[src/cmf_pkg.sv]
package cmf_pkg;
    // ==========================================================
    // Frame initialisation byte fields
    localparam int unsigned FRM_BIT      = 7;
    localparam int unsigned REQ_LSB      = 4;
    localparam int unsigned SIZE_LSB     = 0;
    localparam logic [2:0]  REQ_SINGLE_R = 3'h0;
    localparam logic [2:0]  REQ_SINGLE_N = 3'h1;
    localparam logic [2:0]  REQ_GROUP_R  = 3'h2;
    localparam logic [2:0]  REQ_GROUP_N  = 3'h3;
    localparam logic [2:0]  REQ_BCAST_R  = 3'h6;
    localparam logic [2:0]  REQ_BCAST_N  = 3'h7;
    localparam logic [2:0]  LEN_CMD_ONLY = 3'h1;
    localparam logic [2:0]  LEN_CMD_CHAN = 3'h5;
    localparam logic [2:0]  LEN_CMD_AVG  = 3'h6;
    // ==========================================================
    // Device register offsets and reset values
    localparam logic [7:0]  REG_SAMPLE_COMMAND   = 8'h02;
    localparam logic [7:0]  REG_CHANNEL_SELECT   = 8'h03;
    localparam logic [7:0]  REG_SAMPLE_AVERAGING = 8'h07;
    localparam logic [7:0]  REG_SAMPLING_PERIOD  = 8'h43;
    localparam logic [31:0] RST_CHANNEL_SELECT   = 32'h0000_0000;
    localparam logic [7:0]  RST_SAMPLE_AVERAGING = 8'h00;
    localparam logic [15:0] RST_SAMPLING_PERIOD  = 16'h0000;
    // ==========================================================
    // Host APB register offsets
    localparam logic [7:0]  APB_CTRL   = 8'h00;
    localparam logic [7:0]  APB_STATUS = 8'h04;
    localparam logic [7:0]  APB_TXDATA = 8'h08;
    localparam logic [7:0]  APB_RXDATA = 8'h0c;
    localparam logic [7:0]  APB_COUNT  = 8'h10;
    // ==========================================================
    // CRC-16-IBM, reflected, zero start
    localparam logic [15:0] CRC_POLY = 16'ha001;
    localparam logic [15:0] CRC_INIT = 16'h0000;
    // Sampling delay unit per period count
    localparam int unsigned PERIOD_UNIT_CYC = 4;

    // One byte, least significant bit first through the CRC
    function automatic logic [15:0] crc_byte(input logic [15:0] c, input logic [7:0] d);
        logic [15:0] x;
        x = c ^ {8'h00, d};
        for (int i = 0; i < 8; i++) begin
            x = x[0] ? ((x >> 1) ^ CRC_POLY) : (x >> 1);
        end
        return x;
    endfunction

    typedef enum logic [2:0] {
        DEV_IDLE = 3'b000, DEV_HDR = 3'b001, DEV_BODY = 3'b011,
        DEV_WAIT = 3'b010, DEV_SEND = 3'b110, DEV_CRC = 3'b111
    } cmf_dev_state_t;
endpackage

[src/cmf_link_if.sv]
`timescale 1ns/1ns
interface cmf_link_if;
    logic [7:0] cmd_data;
    logic       cmd_valid;
    logic       cmd_ready;
    logic       cmd_last;
    logic [7:0] rsp_data;
    logic       rsp_valid;
    logic       rsp_ready;
    logic       rsp_last;
    modport dev (input cmd_data, cmd_valid, cmd_last, rsp_ready,
                 output cmd_ready, rsp_data, rsp_valid, rsp_last);
    modport host (output cmd_data, cmd_valid, cmd_last, rsp_ready,
                  input cmd_ready, rsp_data, rsp_valid, rsp_last);
endinterface

[src/cmf_device.sv]
// Our own choice: the APB register port.
`timescale 1ns/1ns
// How it works
// - CRC low byte goes first, high second
// - Request type decides response or silence
// - With-response types answer, without-response stay silent
// - One response per addressed device
// - Response carries init, data, CRC bytes
// - At most one response per command
// - Sample response length follows channel select
// - Sample response delayed by sampling period
// - Omitted select/averaging bytes keep old values
// - Included select/averaging bytes overwrite registers
// - Other register: data byte is count minus one
// - Sender sets length field to data count
// - Length 1 command, 5 adds select, 6 averaging
// - Sample response: two bytes per channel
// - CRC-16-IBM from zero, LSB-first order
// - Bytes sent least significant bit first
// - Whole frame through CRC leaves zero
module cmf_device #(
    parameter logic [7:0] DEV_ADDR = 8'h00
) (
    // Clock and reset
    input  wire logic i_clk,
    input  wire logic i_rst_n,
    input  wire logic i_ce,
    // Link
    cmf_link_if.dev   link,
    // Sample source and state
    input  wire logic [15:0] i_sample,
    output logic             o_busy,
    output logic             o_crc_err
);
    cmf_pkg::cmf_dev_state_t st_r;
    logic [7:0]  buf_r [16];
    logic [3:0]  nbyte_r;
    logic [15:0] crc_r;
    logic [31:0] chsel_r;
    logic [7:0]  avg_r;
    logic [15:0] period_r;
    logic [7:0]  cmd_r;
    logic [5:0]  chan_r;
    logic [7:0]  left_r;
    logic [7:0]  addr_r;
    logic        lo_r;
    logic [19:0] wait_r;
    logic [7:0]  out_r;
    logic        outv_r;
    logic        outl_r;
    logic        cmd_rdy_r;
    logic [15:0] crc_out;

    // ==========================================================
    // Helpers
    function automatic logic [5:0] popcnt(input logic [31:0] v);
        logic [5:0] n;
        n = '0;
        for (int i = 0; i < 32; i++) begin
            n = n + 6'(v[i]);
        end
        return n;
    endfunction

    function automatic logic [7:0] reg_rd(input logic [7:0] a, input logic [31:0] cs,
                                          input logic [7:0] av, input logic [15:0] pr,
                                          input logic [7:0] cm);
        logic [7:0] r;
        r = 8'h00;
        if (a == cmf_pkg::REG_SAMPLE_COMMAND) begin
            r = cm;
        end else if (a == cmf_pkg::REG_CHANNEL_SELECT) begin
            r = cs[31:24];
        end else if (a == cmf_pkg::REG_CHANNEL_SELECT + 8'h01) begin
            r = cs[23:16];
        end else if (a == cmf_pkg::REG_CHANNEL_SELECT + 8'h02) begin
            r = cs[15:8];
        end else if (a == cmf_pkg::REG_CHANNEL_SELECT + 8'h03) begin
            r = cs[7:0];
        end else if (a == cmf_pkg::REG_SAMPLE_AVERAGING) begin
            r = av;
        end else if (a == cmf_pkg::REG_SAMPLING_PERIOD) begin
            r = pr[15:8];
        end else if (a == cmf_pkg::REG_SAMPLING_PERIOD + 8'h01) begin
            r = pr[7:0];
        end
        return r;
    endfunction

    logic [2:0] req;
    logic [2:0] dsz;
    logic       resp_kind;
    logic       mine;
    logic       take;
    logic       give;
    assign req  = buf_r[0][cmf_pkg::REQ_LSB +: 3];
    assign dsz  = buf_r[0][cmf_pkg::SIZE_LSB +: 3];
    // Only the three with-response types answer; all others stay silent
    assign resp_kind = (req == cmf_pkg::REQ_SINGLE_R) || (req == cmf_pkg::REQ_GROUP_R)
                     || (req == cmf_pkg::REQ_BCAST_R);
    // Group addressing is out of scope: group and broadcast both match
    assign mine = (req != cmf_pkg::REQ_SINGLE_R && req != cmf_pkg::REQ_SINGLE_N)
                || buf_r[1] == DEV_ADDR;
    assign take = i_ce && link.cmd_valid && cmd_rdy_r;
    assign give = i_ce && outv_r && link.rsp_ready;
    // Residue once the byte now on the link has gone out
    assign crc_out = cmf_pkg::crc_byte(crc_r, out_r);

    assign link.cmd_ready = cmd_rdy_r;
    assign link.rsp_data  = out_r;
    assign link.rsp_valid = outv_r;
    assign link.rsp_last  = outl_r;

    // ==========================================================
    // Receive, decode, respond
    always_ff @(posedge i_clk or negedge i_rst_n) begin
        if (!i_rst_n) begin
            st_r      <= cmf_pkg::DEV_IDLE;
            nbyte_r   <= '0;
            crc_r     <= cmf_pkg::CRC_INIT;
            chsel_r   <= cmf_pkg::RST_CHANNEL_SELECT;
            avg_r     <= cmf_pkg::RST_SAMPLE_AVERAGING;
            period_r  <= cmf_pkg::RST_SAMPLING_PERIOD;
            cmd_r     <= 8'h00;
            chan_r    <= '0;
            left_r    <= '0;
            addr_r    <= '0;
            lo_r      <= 1'b0;
            wait_r    <= '0;
            out_r     <= 8'h00;
            outv_r    <= 1'b0;
            outl_r    <= 1'b0;
            cmd_rdy_r <= 1'b0;
            o_busy    <= 1'b0;
            o_crc_err <= 1'b0;
        end else if (i_ce) begin
            case (st_r)
                cmf_pkg::DEV_IDLE: begin
                    cmd_rdy_r <= 1'b1;
                    nbyte_r   <= '0;
                    crc_r     <= cmf_pkg::CRC_INIT;
                    o_busy    <= 1'b0;
                    if (take) begin
                        buf_r[0] <= link.cmd_data;
                        nbyte_r  <= 4'd1;
                        crc_r    <= cmf_pkg::crc_byte(cmf_pkg::CRC_INIT,
                                                      link.cmd_data);
                        st_r     <= cmf_pkg::DEV_HDR;
                    end
                end
                cmf_pkg::DEV_HDR: begin
                    if (take) begin
                        buf_r[nbyte_r] <= link.cmd_data;
                        if (nbyte_r != 4'hf) begin
                            nbyte_r <= nbyte_r + 4'd1;
                        end
                        crc_r <= cmf_pkg::crc_byte(crc_r, link.cmd_data);
                        if (link.cmd_last) begin
                            cmd_rdy_r <= 1'b0;
                            o_busy    <= 1'b1;
                            st_r      <= cmf_pkg::DEV_BODY;
                        end
                    end
                end
                cmf_pkg::DEV_BODY: begin
                    // Residue of a whole good frame is zero
                    if (crc_r != 16'h0000) begin
                        o_crc_err <= 1'b1;
                        st_r      <= cmf_pkg::DEV_IDLE;
                    end else if (!resp_kind || !mine) begin
                        o_crc_err <= 1'b0;
                        st_r      <= cmf_pkg::DEV_IDLE;
                    end else if (buf_r[2] == cmf_pkg::REG_SAMPLE_COMMAND) begin
                        o_crc_err <= 1'b0;
                        cmd_r     <= buf_r[3];
                        if (dsz == cmf_pkg::LEN_CMD_CHAN || dsz == cmf_pkg::LEN_CMD_AVG) begin
                            chsel_r <= {buf_r[4], buf_r[5], buf_r[6], buf_r[7]};
                            chan_r  <= popcnt({buf_r[4], buf_r[5], buf_r[6], buf_r[7]});
                        end else begin
                            chan_r  <= popcnt(chsel_r);
                        end
                        if (dsz == cmf_pkg::LEN_CMD_AVG) begin
                            avg_r <= buf_r[8];
                        end
                        lo_r   <= 1'b0;
                        wait_r <= 20'(period_r) * 20'(cmf_pkg::PERIOD_UNIT_CYC);
                        addr_r <= 8'h00;
                        st_r   <= cmf_pkg::DEV_WAIT;
                    end else begin
                        o_crc_err <= 1'b0;
                        if (buf_r[2] == cmf_pkg::REG_SAMPLING_PERIOD && dsz == 3'd2) begin
                            period_r <= {buf_r[3], buf_r[4]};
                        end
                        addr_r <= buf_r[2];
                        left_r <= buf_r[3];
                        chan_r <= '0;
                        lo_r   <= 1'b0;
                        wait_r <= '0;
                        st_r   <= cmf_pkg::DEV_WAIT;
                    end
                end
                cmf_pkg::DEV_WAIT: begin
                    if (wait_r != '0) begin
                        wait_r <= wait_r - 20'd1;
                    end else if (!outv_r) begin
                        // Init byte: response flag clear, size field holds byte count minus one
                        out_r  <= (chan_r != '0) ? 8'(({2'b00, chan_r} << 1) - 8'd1)
                                                 : left_r;
                        outv_r <= 1'b1;
                        outl_r <= 1'b0;
                        crc_r  <= cmf_pkg::CRC_INIT;
                        if (chan_r != '0) begin
                            left_r <= 8'(({2'b00, chan_r} << 1) - 8'd1);
                        end
                        st_r   <= cmf_pkg::DEV_SEND;
                    end
                end
                cmf_pkg::DEV_SEND: begin
                    if (give) begin
                        crc_r <= crc_out;
                        if (outl_r) begin
                            outl_r <= 1'b0;
                            outv_r <= 1'b0;
                            st_r   <= cmf_pkg::DEV_IDLE;
                        end else if (lo_r && left_r == 8'hff) begin
                            out_r <= crc_out[7:0];
                            st_r  <= cmf_pkg::DEV_CRC;
                        end else begin
                            // Odd count left: high byte of a channel's pair is next
                            out_r  <= (chan_r != '0) ? (left_r[0] ? i_sample[15:8] : i_sample[7:0])
                                    : reg_rd(addr_r, chsel_r, avg_r, period_r, cmd_r);
                            addr_r <= addr_r + 8'd1;
                            left_r <= left_r - 8'd1;
                            lo_r   <= 1'b1;
                        end
                    end
                end
                cmf_pkg::DEV_CRC: begin
                    if (give) begin
                        out_r  <= crc_r[15:8];
                        outl_r <= 1'b1;
                        st_r   <= cmf_pkg::DEV_SEND;
                    end
                end
                default: st_r <= cmf_pkg::DEV_IDLE;
            endcase
        end
    end
endmodule

[src/flat_wrapper.sv]
// flat-port wrapper written by rule: the top's interface ports become plain ports
module cmf_device_flat 
#(
    parameter logic [7:0] DEV_ADDR = 8'h00
)
  (i_clk, i_rst_n, i_ce, i_sample, o_busy, o_crc_err, link_cmd_data, link_cmd_valid, link_cmd_last, link_rsp_ready, link_cmd_ready, link_rsp_data, link_rsp_valid, link_rsp_last);
  cmf_link_if link_i ();
  input  wire logic i_clk;
  input  wire logic i_rst_n;
  input  wire logic i_ce;
  input  wire logic [15:0] i_sample;
  output logic o_busy;
  output logic o_crc_err;
  input wire logic [$bits(link_i.cmd_data)-1:0] link_cmd_data;
  input wire logic [$bits(link_i.cmd_valid)-1:0] link_cmd_valid;
  input wire logic [$bits(link_i.cmd_last)-1:0] link_cmd_last;
  input wire logic [$bits(link_i.rsp_ready)-1:0] link_rsp_ready;
  output wire logic [$bits(link_i.cmd_ready)-1:0] link_cmd_ready;
  output wire logic [$bits(link_i.rsp_data)-1:0] link_rsp_data;
  output wire logic [$bits(link_i.rsp_valid)-1:0] link_rsp_valid;
  output wire logic [$bits(link_i.rsp_last)-1:0] link_rsp_last;
  assign link_i.cmd_data = link_cmd_data;
  assign link_i.cmd_valid = link_cmd_valid;
  assign link_i.cmd_last = link_cmd_last;
  assign link_i.rsp_ready = link_rsp_ready;
  assign link_cmd_ready = link_i.cmd_ready;
  assign link_rsp_data = link_i.rsp_data;
  assign link_rsp_valid = link_i.rsp_valid;
  assign link_rsp_last = link_i.rsp_last;
  cmf_device #(.DEV_ADDR(DEV_ADDR)) u_core (.i_clk(i_clk), .i_rst_n(i_rst_n), .i_ce(i_ce), .link(link_i), .i_sample(i_sample), .o_busy(o_busy), .o_crc_err(o_crc_err));
endmodule
[config.mk]
export PLATFORM = sky130hd
export DESIGN_NAME = cmf_device_flat
export DESIGN_NICKNAME = d
export VERILOG_FILES = /design/src/cmf_pkg.sv /design/src/cmf_link_if.sv /design/src/cmf_device.sv /design/src/flat_wrapper.sv
export SDC_FILE = /design/constraint.sdc
export NUM_CORES = 1
export LEC_CHECK = 0
export BUFFER_PORTS_ARGS = -buffer_cell sky130_fd_sc_hd__buf_2
export CAP_MARGIN = 30
export CORE_MARGIN = 10
export CORE_UTILIZATION = 50
export DETAILED_ROUTE_END_ITERATION = 10
export PLACE_DENSITY = 0.74
export REMOVE_ABC_BUFFERS = 1
export SETUP_SLACK_MARGIN = 0.15
export SLEW_MARGIN = 20
export SYNTH_ARGS = -nofsm -noshare
export SYNTH_HDL_FRONTEND = slang
export SYNTH_SLANG_ARGS = --single-unit
[constraint.sdc]
create_clock -name i_clk -period 7.8 [get_ports i_clk]
set_clock_uncertainty 0.1 [all_clocks]
set_input_delay 0.78 -clock i_clk [delete_from_list [all_inputs] [get_ports i_clk]]
set_output_delay 0.78 -clock i_clk [all_outputs]
set_load 0.005 [all_outputs]
# == Yosys cells after proc, flatten, opt, wreduce, memory -nomap -nowiden ==
# Memories as Yosys holds them, arrays and structs flattened. A register that Yosys moved wholly into a read port is not among the register bits.
# Cells that the tools add are included.
# classes
bitwise_logic,29
add_sub_neg,67
mux,117
eq_ne,39
n_reduce_logical,48
# op_table
operator,n
$mux W16,29
$add A6 B1 Y6,60
$mux W8,30
$not A2 Y3,23
$pmux W16 S4,1
$mux W20,3
$pmux W8 S3,2
$pmux W20 S2,1
$eq A8 B3 Y1 const B,4
$xor A16 B8 Y16,2
$mux W3,10
$reduce_and A6 Y1,5
$mux W1,26
$eq A8 B2 Y1 const B,3
$eq A8 B7 Y1 const B,3
$reduce_bool A20 Y1,1
$sub A20 B1 Y20 const B,1
$mux W18,1
$pmux W3 S6,1
$ne A2 B2 Y1 const B,8
$pmux W8 S2,1
$reduce_bool A16 Y1,1
$eq A3 B3 Y1 const B,5
$reduce_and A5 Y1,3
other kinds (34),76
# totals
memories,1
register_bits,135
output_inout_bits,13
in_bits,30
ramBits,128
# mem_list
memory,depth,width,read_ports,rd_clocked_by_memory_dff,wr,line_no,rtl
u_core.buf_r,16,8,9,1,1,cmf_device.sv:36,logic [7:0] buf_r [16];

# == Longest topological paths before layout ==
# An unclocked memory read counts as a cell.
# depth
word_depth,34
ltp_mapped,20

# == Worst setup path after synthesis ==
# OpenSTA, ideal clock, no wires.
# synth_timing
kind,flip-flop to flip-flop
startpoint,register u_core.chsel_r[0] (read register of u_core.buf_r)
endpoint,register u_core.chan_r[4]
path_stages_with_launch,18
arrival_ns,5.219
path_slack_ns,2.397
synth_period_minus_slack_ns,5.403
cell_sequence,dfrtp_1 > ha_1 > inv_1 > fa_1 > fa_1 > fa_1 > fa_1 > fa_1 > fa_1 > fa_1 > fa_1 > inv_1 > a21o_1 > a21oi_1 > xor2_1 > nand2_1 > o21ai_0 > o21ai_0
# synth_via
elab_chain_len,33
# synth_lines
item,line_no,rtl
start: declaration,cmf_device.sv:39,logic [31:0] chsel_r;
$add A1 B1 Y2,cmf_device.sv:60,n = n + 6'(v[i]);
$add A6 B1 Y6 (30 in series),cmf_device.sv:60,
$mux W6,cmf_device.sv:176,if (dsz == cmf_pkg::LEN_CMD_CHAN || dsz == cmf_pkg::LEN_CMD_AVG) begin
$mux W6,cmf_device.sv:173,end else if (buf_r[2] == cmf_pkg::REG_SAMPLE_COMMAND) begin
end signal: assignment,cmf_device.sv:178,"chan_r <= popcnt({buf_r[4], buf_r[5], buf_r[6], buf_r[7]});"
end signal: assignment,cmf_device.sv:180,chan_r <= popcnt(chsel_r);
end: declaration,cmf_device.sv:43,logic [5:0] chan_r;
# No other way between the ends.
# A chain may end at the register's enable or synchronous reset.

==> flow_metrics.py <==
metrics = {
    "yosys": {
        "syn_inst": 1247,
        "yosys-top-cells-area": "dfrtp_1 29%, edfxtp_1 17%, fa_1 7.7%",
        "synthMuxAreaShare_pct": 4.803,
        "seq_area_frac_synth_pct": 45.52,
        "synth_cell_type_count": 72,
        "synth_top_area_share_pct": 28.68,
        "synth_xor_area_share_pct": 5.034,
        "synthSimpleGateAreaFrac_pct": 13.47,
        "async_flop_share_pct": 67.14,
        "synth_top_cell_by_area": "dfrtp_1",
        "synth_edf_count": 70,
        "synth_area_per_cell_um2": 10.01,
        "yosysWarningCount": 0,
        "yosysMostFrequentCell": "dfrtp_1",
        "synth_compound_area_share_pct": 15.63,
        "synth_top_flop_cell": "dfrtp_1",
        "synth_top_family_by_area": "compound AO/OA/AOI/OAI gates",
        "synth_fa_ha_area_share_pct": 10.21,
        "ys_ff_latch": 213,
        "netlist_top_cells_count": "143 x dfrtp_1, 118 x nand2_1, 116 x o21ai_0",
        "syn-cell-area_um2": 12480,
    },
    "grt": {
        "grt_max_degree": 58,
        "grt-ovfl-total": 0,
        "grtUsageTotal_pct": 21.64,
        "antenna_found_initial": 0,
        "grt_pass1_vias": 9516,
        "grt_pass1_wl_um": 53630,
    },
    "sta": {
        "fin_crit_ns": 5.588,
        "final.setup.tns_ns": 0,
        "setup_violations": 0,
        "hold_viol": 0,
        "period_share_pct": 71.64,
        "setup_ws_ns": 2.212,
        "worstMarginPinSlew_ns": 1.034,
        "rsz0062_at_grt": "no",
        "fmax_mhz": 179.0,
        "slew_headroom_pct": 30.51,
        "slew_violations": 0,
    },
    "floorplanning": {
        "start_util_pct": 51.01,
        "die_width_um": 178.0,
        "die_area_um2": 31680,
        "die_y_um": 178.0,
        "ioPinCount": 43,
        "rows": 57,
        "core_area_um2": 24460,
    },
    "routing": {
        "drc": 0,
        "viasPerCell": 6.064,
        "vias": 9775,
        "drt_pass1_iterations": 5,
        "wirelength_um": 34250,
        "drtIter0Drc": 1027,
        "detail_route.wl_per_cell_um": 21.25,
        "ant_nets": 0,
    },
    "pwr": {
        "p_switching_mw": 0.5147,
        "total_power_mw": 2.327,
        "internal_power_mw": 1.813,
        "pwr-share-seq_pct": 49.8,
        "leakage_nw": 5.867,
        "ir_worst_vdd_uv": 123.6,
        "power_frac_comb_pct": 3.7,
        "sw_frac_of_total_pct": 22.11,
        "power_density_nw_per_um2": 169.0,
        "power_frac_clock_pct": 46.5,
    },
    "worst_setup_path": {
        "worstRegToRegCells": 16,
        "critPathMaxFanout": 2,
        "endpoint_kind": "flip-flop",
        "crit_path_frequent_cell": "fa_1",
        "crit_required_ns": 8.08,
        "cpPeakStageDelay_ns": 0.52,
        "crit_chain": "ha_1 -> inv_1 -> fa_1 -> fa_1 -> fa_1 -> fa_1 -> fa_1 -> fa_1 -> fa_1 -> fa_1 -> inv_1 -> a21o_1 -> a21oi_1 -> xnor2_1 -> o21ai_0 -> o21ai_0",
        "crit_arrival_ns": 5.87,
        "path_delay_family": "adder cells",
        "critPathLaunchType": "flip-flop",
        "startpoint": "u_core.buf_r[7][0]",
        "path_buf_inv": 2,
        "path_depth": 16,
        "path_class": "flip-flop to flip-flop",
        "worst_path_max_delay_cell": "fa_1",
        "reg2reg_from": "u_core.buf_r[7][0]",
    },
    "clock_tree": {
        "ctsLongestPathBuffers": 3,
        "cts_resized": 0,
        "cts_htree_levels": 1,
        "cts_setup_buffers": 0,
        "clock_latency_ns": 0.52,
        "cts_buffers": 23,
        "cts.clk_slew.worst_paths_ns": 0.06,
        "clock_sinks": 213,
        "cts-root-buf": "clkbuf_16",
        "cts_tree": "done",
        "holdBufCountCts": 0,
    },
    "flow_run": {
        "max_cap_violations": 0,
    },
    "placement": {
        "hpwl_um": 24800,
        "dp_slack_ns": 2.200,
        "gp_congestion": 1.005,
        "io_buffers": 42,
    },
    "layout": {
        "nNetsFinal": 1374,
        "fill_cells": 2044,
        "regArea_um2": 5680,
        "multi_input_area_um2": 6145,
        "layout-drive-gt1-share_pct": 12.59,
        "syn_to_final_growth_pct": 10.36,
    },
    "outcome": {
        "status": "complete, no violations",
    },
    "min_path": {
        "min_path_type": "primary input to asynchronous set/reset pin",
    },
}
flip-flops by register name, summed over array words and instances (netlist names), 3 cells and up:
name                  count
u_core.link.rsp_data      8
u_core.cmd_r              8
u_core.st_r               3
u_core.crc_r             16
u_core.chsel_r           32
u_core.wait_r            20
u_core.addr_r             8
u_core.chan_r             6
u_core.buf_r             70
u_core.period_r          16
u_core.nbyte_r            4
u_core.avg_r              8
u_core.left_r             8
path summary, 6_finish.rpt:
| check | to | slack [ns] |
|---|---|---|
| hold / removal | u_core.wait_r[9] | 0.1 |
| setup reg to reg | u_core.chan_r[4] | 2.21 |
| setup / recovery | u_core.chan_r[4] | 2.21 |
| hold reg to reg | u_core.avg_r[5] | 0.38 |
| min in group i_clk | u_core.avg_r[5] | 0.38 |
| max in group asynchronous | u_core.crc_r[4] | 6.35 |
cell usage in the layout (no fill, tap or decap), types with 10 or more instances in the layout:
cell       Yosys  layout
a31oi_1       19      19
o22ai_1       14      14
nor2b_1       10      10
nand2_1      118     118
xor2_1        23      23
nor3_1        22      22
nor2_1        95      95
inv_1        107     107
a21oi_1       73      73
dfrtp_1      143     143
fa_1          48      48
a22oi_1       12      12
clkbuf_16      0      23
o21ai_0      116     115
nand3_1       22      22
o211ai_1      10      10
xnor2_1       41      41
ha_1          25      25
nor4_1        16      16
mux2_2        47      47
buf_4          0      15
buf_2          1      42
edfxtp_1      70      70
power by group through the flow:
stage / sequential, mW / clock, mW / combinational (mW)
4_1_cts: 1.16 / 1.09 / 0.0869
3_3_place_gp: 1.18 / 0 / 0.0854
6_report: 1.16 / 1.08 / 0.0859
3_5_place_dp: 1.18 / 0 / 0.0866
5_1_grt: 1.16 / 1.15 / 0.0953
2_1_floorplan: 1.18 / 0 / 0.0404
per-stage QoR:
step | hold slack [ns] | area [µm²] | util [%] | cells
6_report | 0.09644 | 13770 | 56.29 | 1612
4_1_cts | 0.1035 | 13730 | 56.12 | 1606
5_1_grt | 0.1204 | 13770 | 56.28 | 1611
3_5_place_dp | 0.3610 | 12990 | 53.08 | 1565
2_1_floorplan | 0.3491 | 12210 | - | 1182
3_3_place_gp | 0.3583 | 12930 | 52.86 | 1559
layer usage:
layer / vias up / share of wire, % / global-route usage [%]
li1: 4459 / - / -
met1: 4819 / 42 / 29.42
met2: 428 / 46 / 34.15
met3: 69 / 8.3 / 3.996
met4: 0 / 3.2 / 7.468
met5: - / 0 / 0
layout make-up:
cell class	instances	share of cell area (%)
antenna	1	0.01817
sequential	213	41.25
tap	324	2.944
clock buffer	31	4.761
multi-input combinational	862	44.62
clock inverter	10	0.6360
timing repair buffer	64	2.853
inverter	107	2.917
logic make-up (layout without fill, tap and decap cells):
logic type                 count (synthesis)  in the layout
and+or+nand+nor                          350            350
xor gates and xnor gates                  67             67
buffers and inverters                    172            212
DFF                                      213            213
other                                      0              1
adders and majority gates                 73             73
muxes                                     54             54
AOI/OAI and AO/OA                        318            318
(Power assumes the default switching activity.)
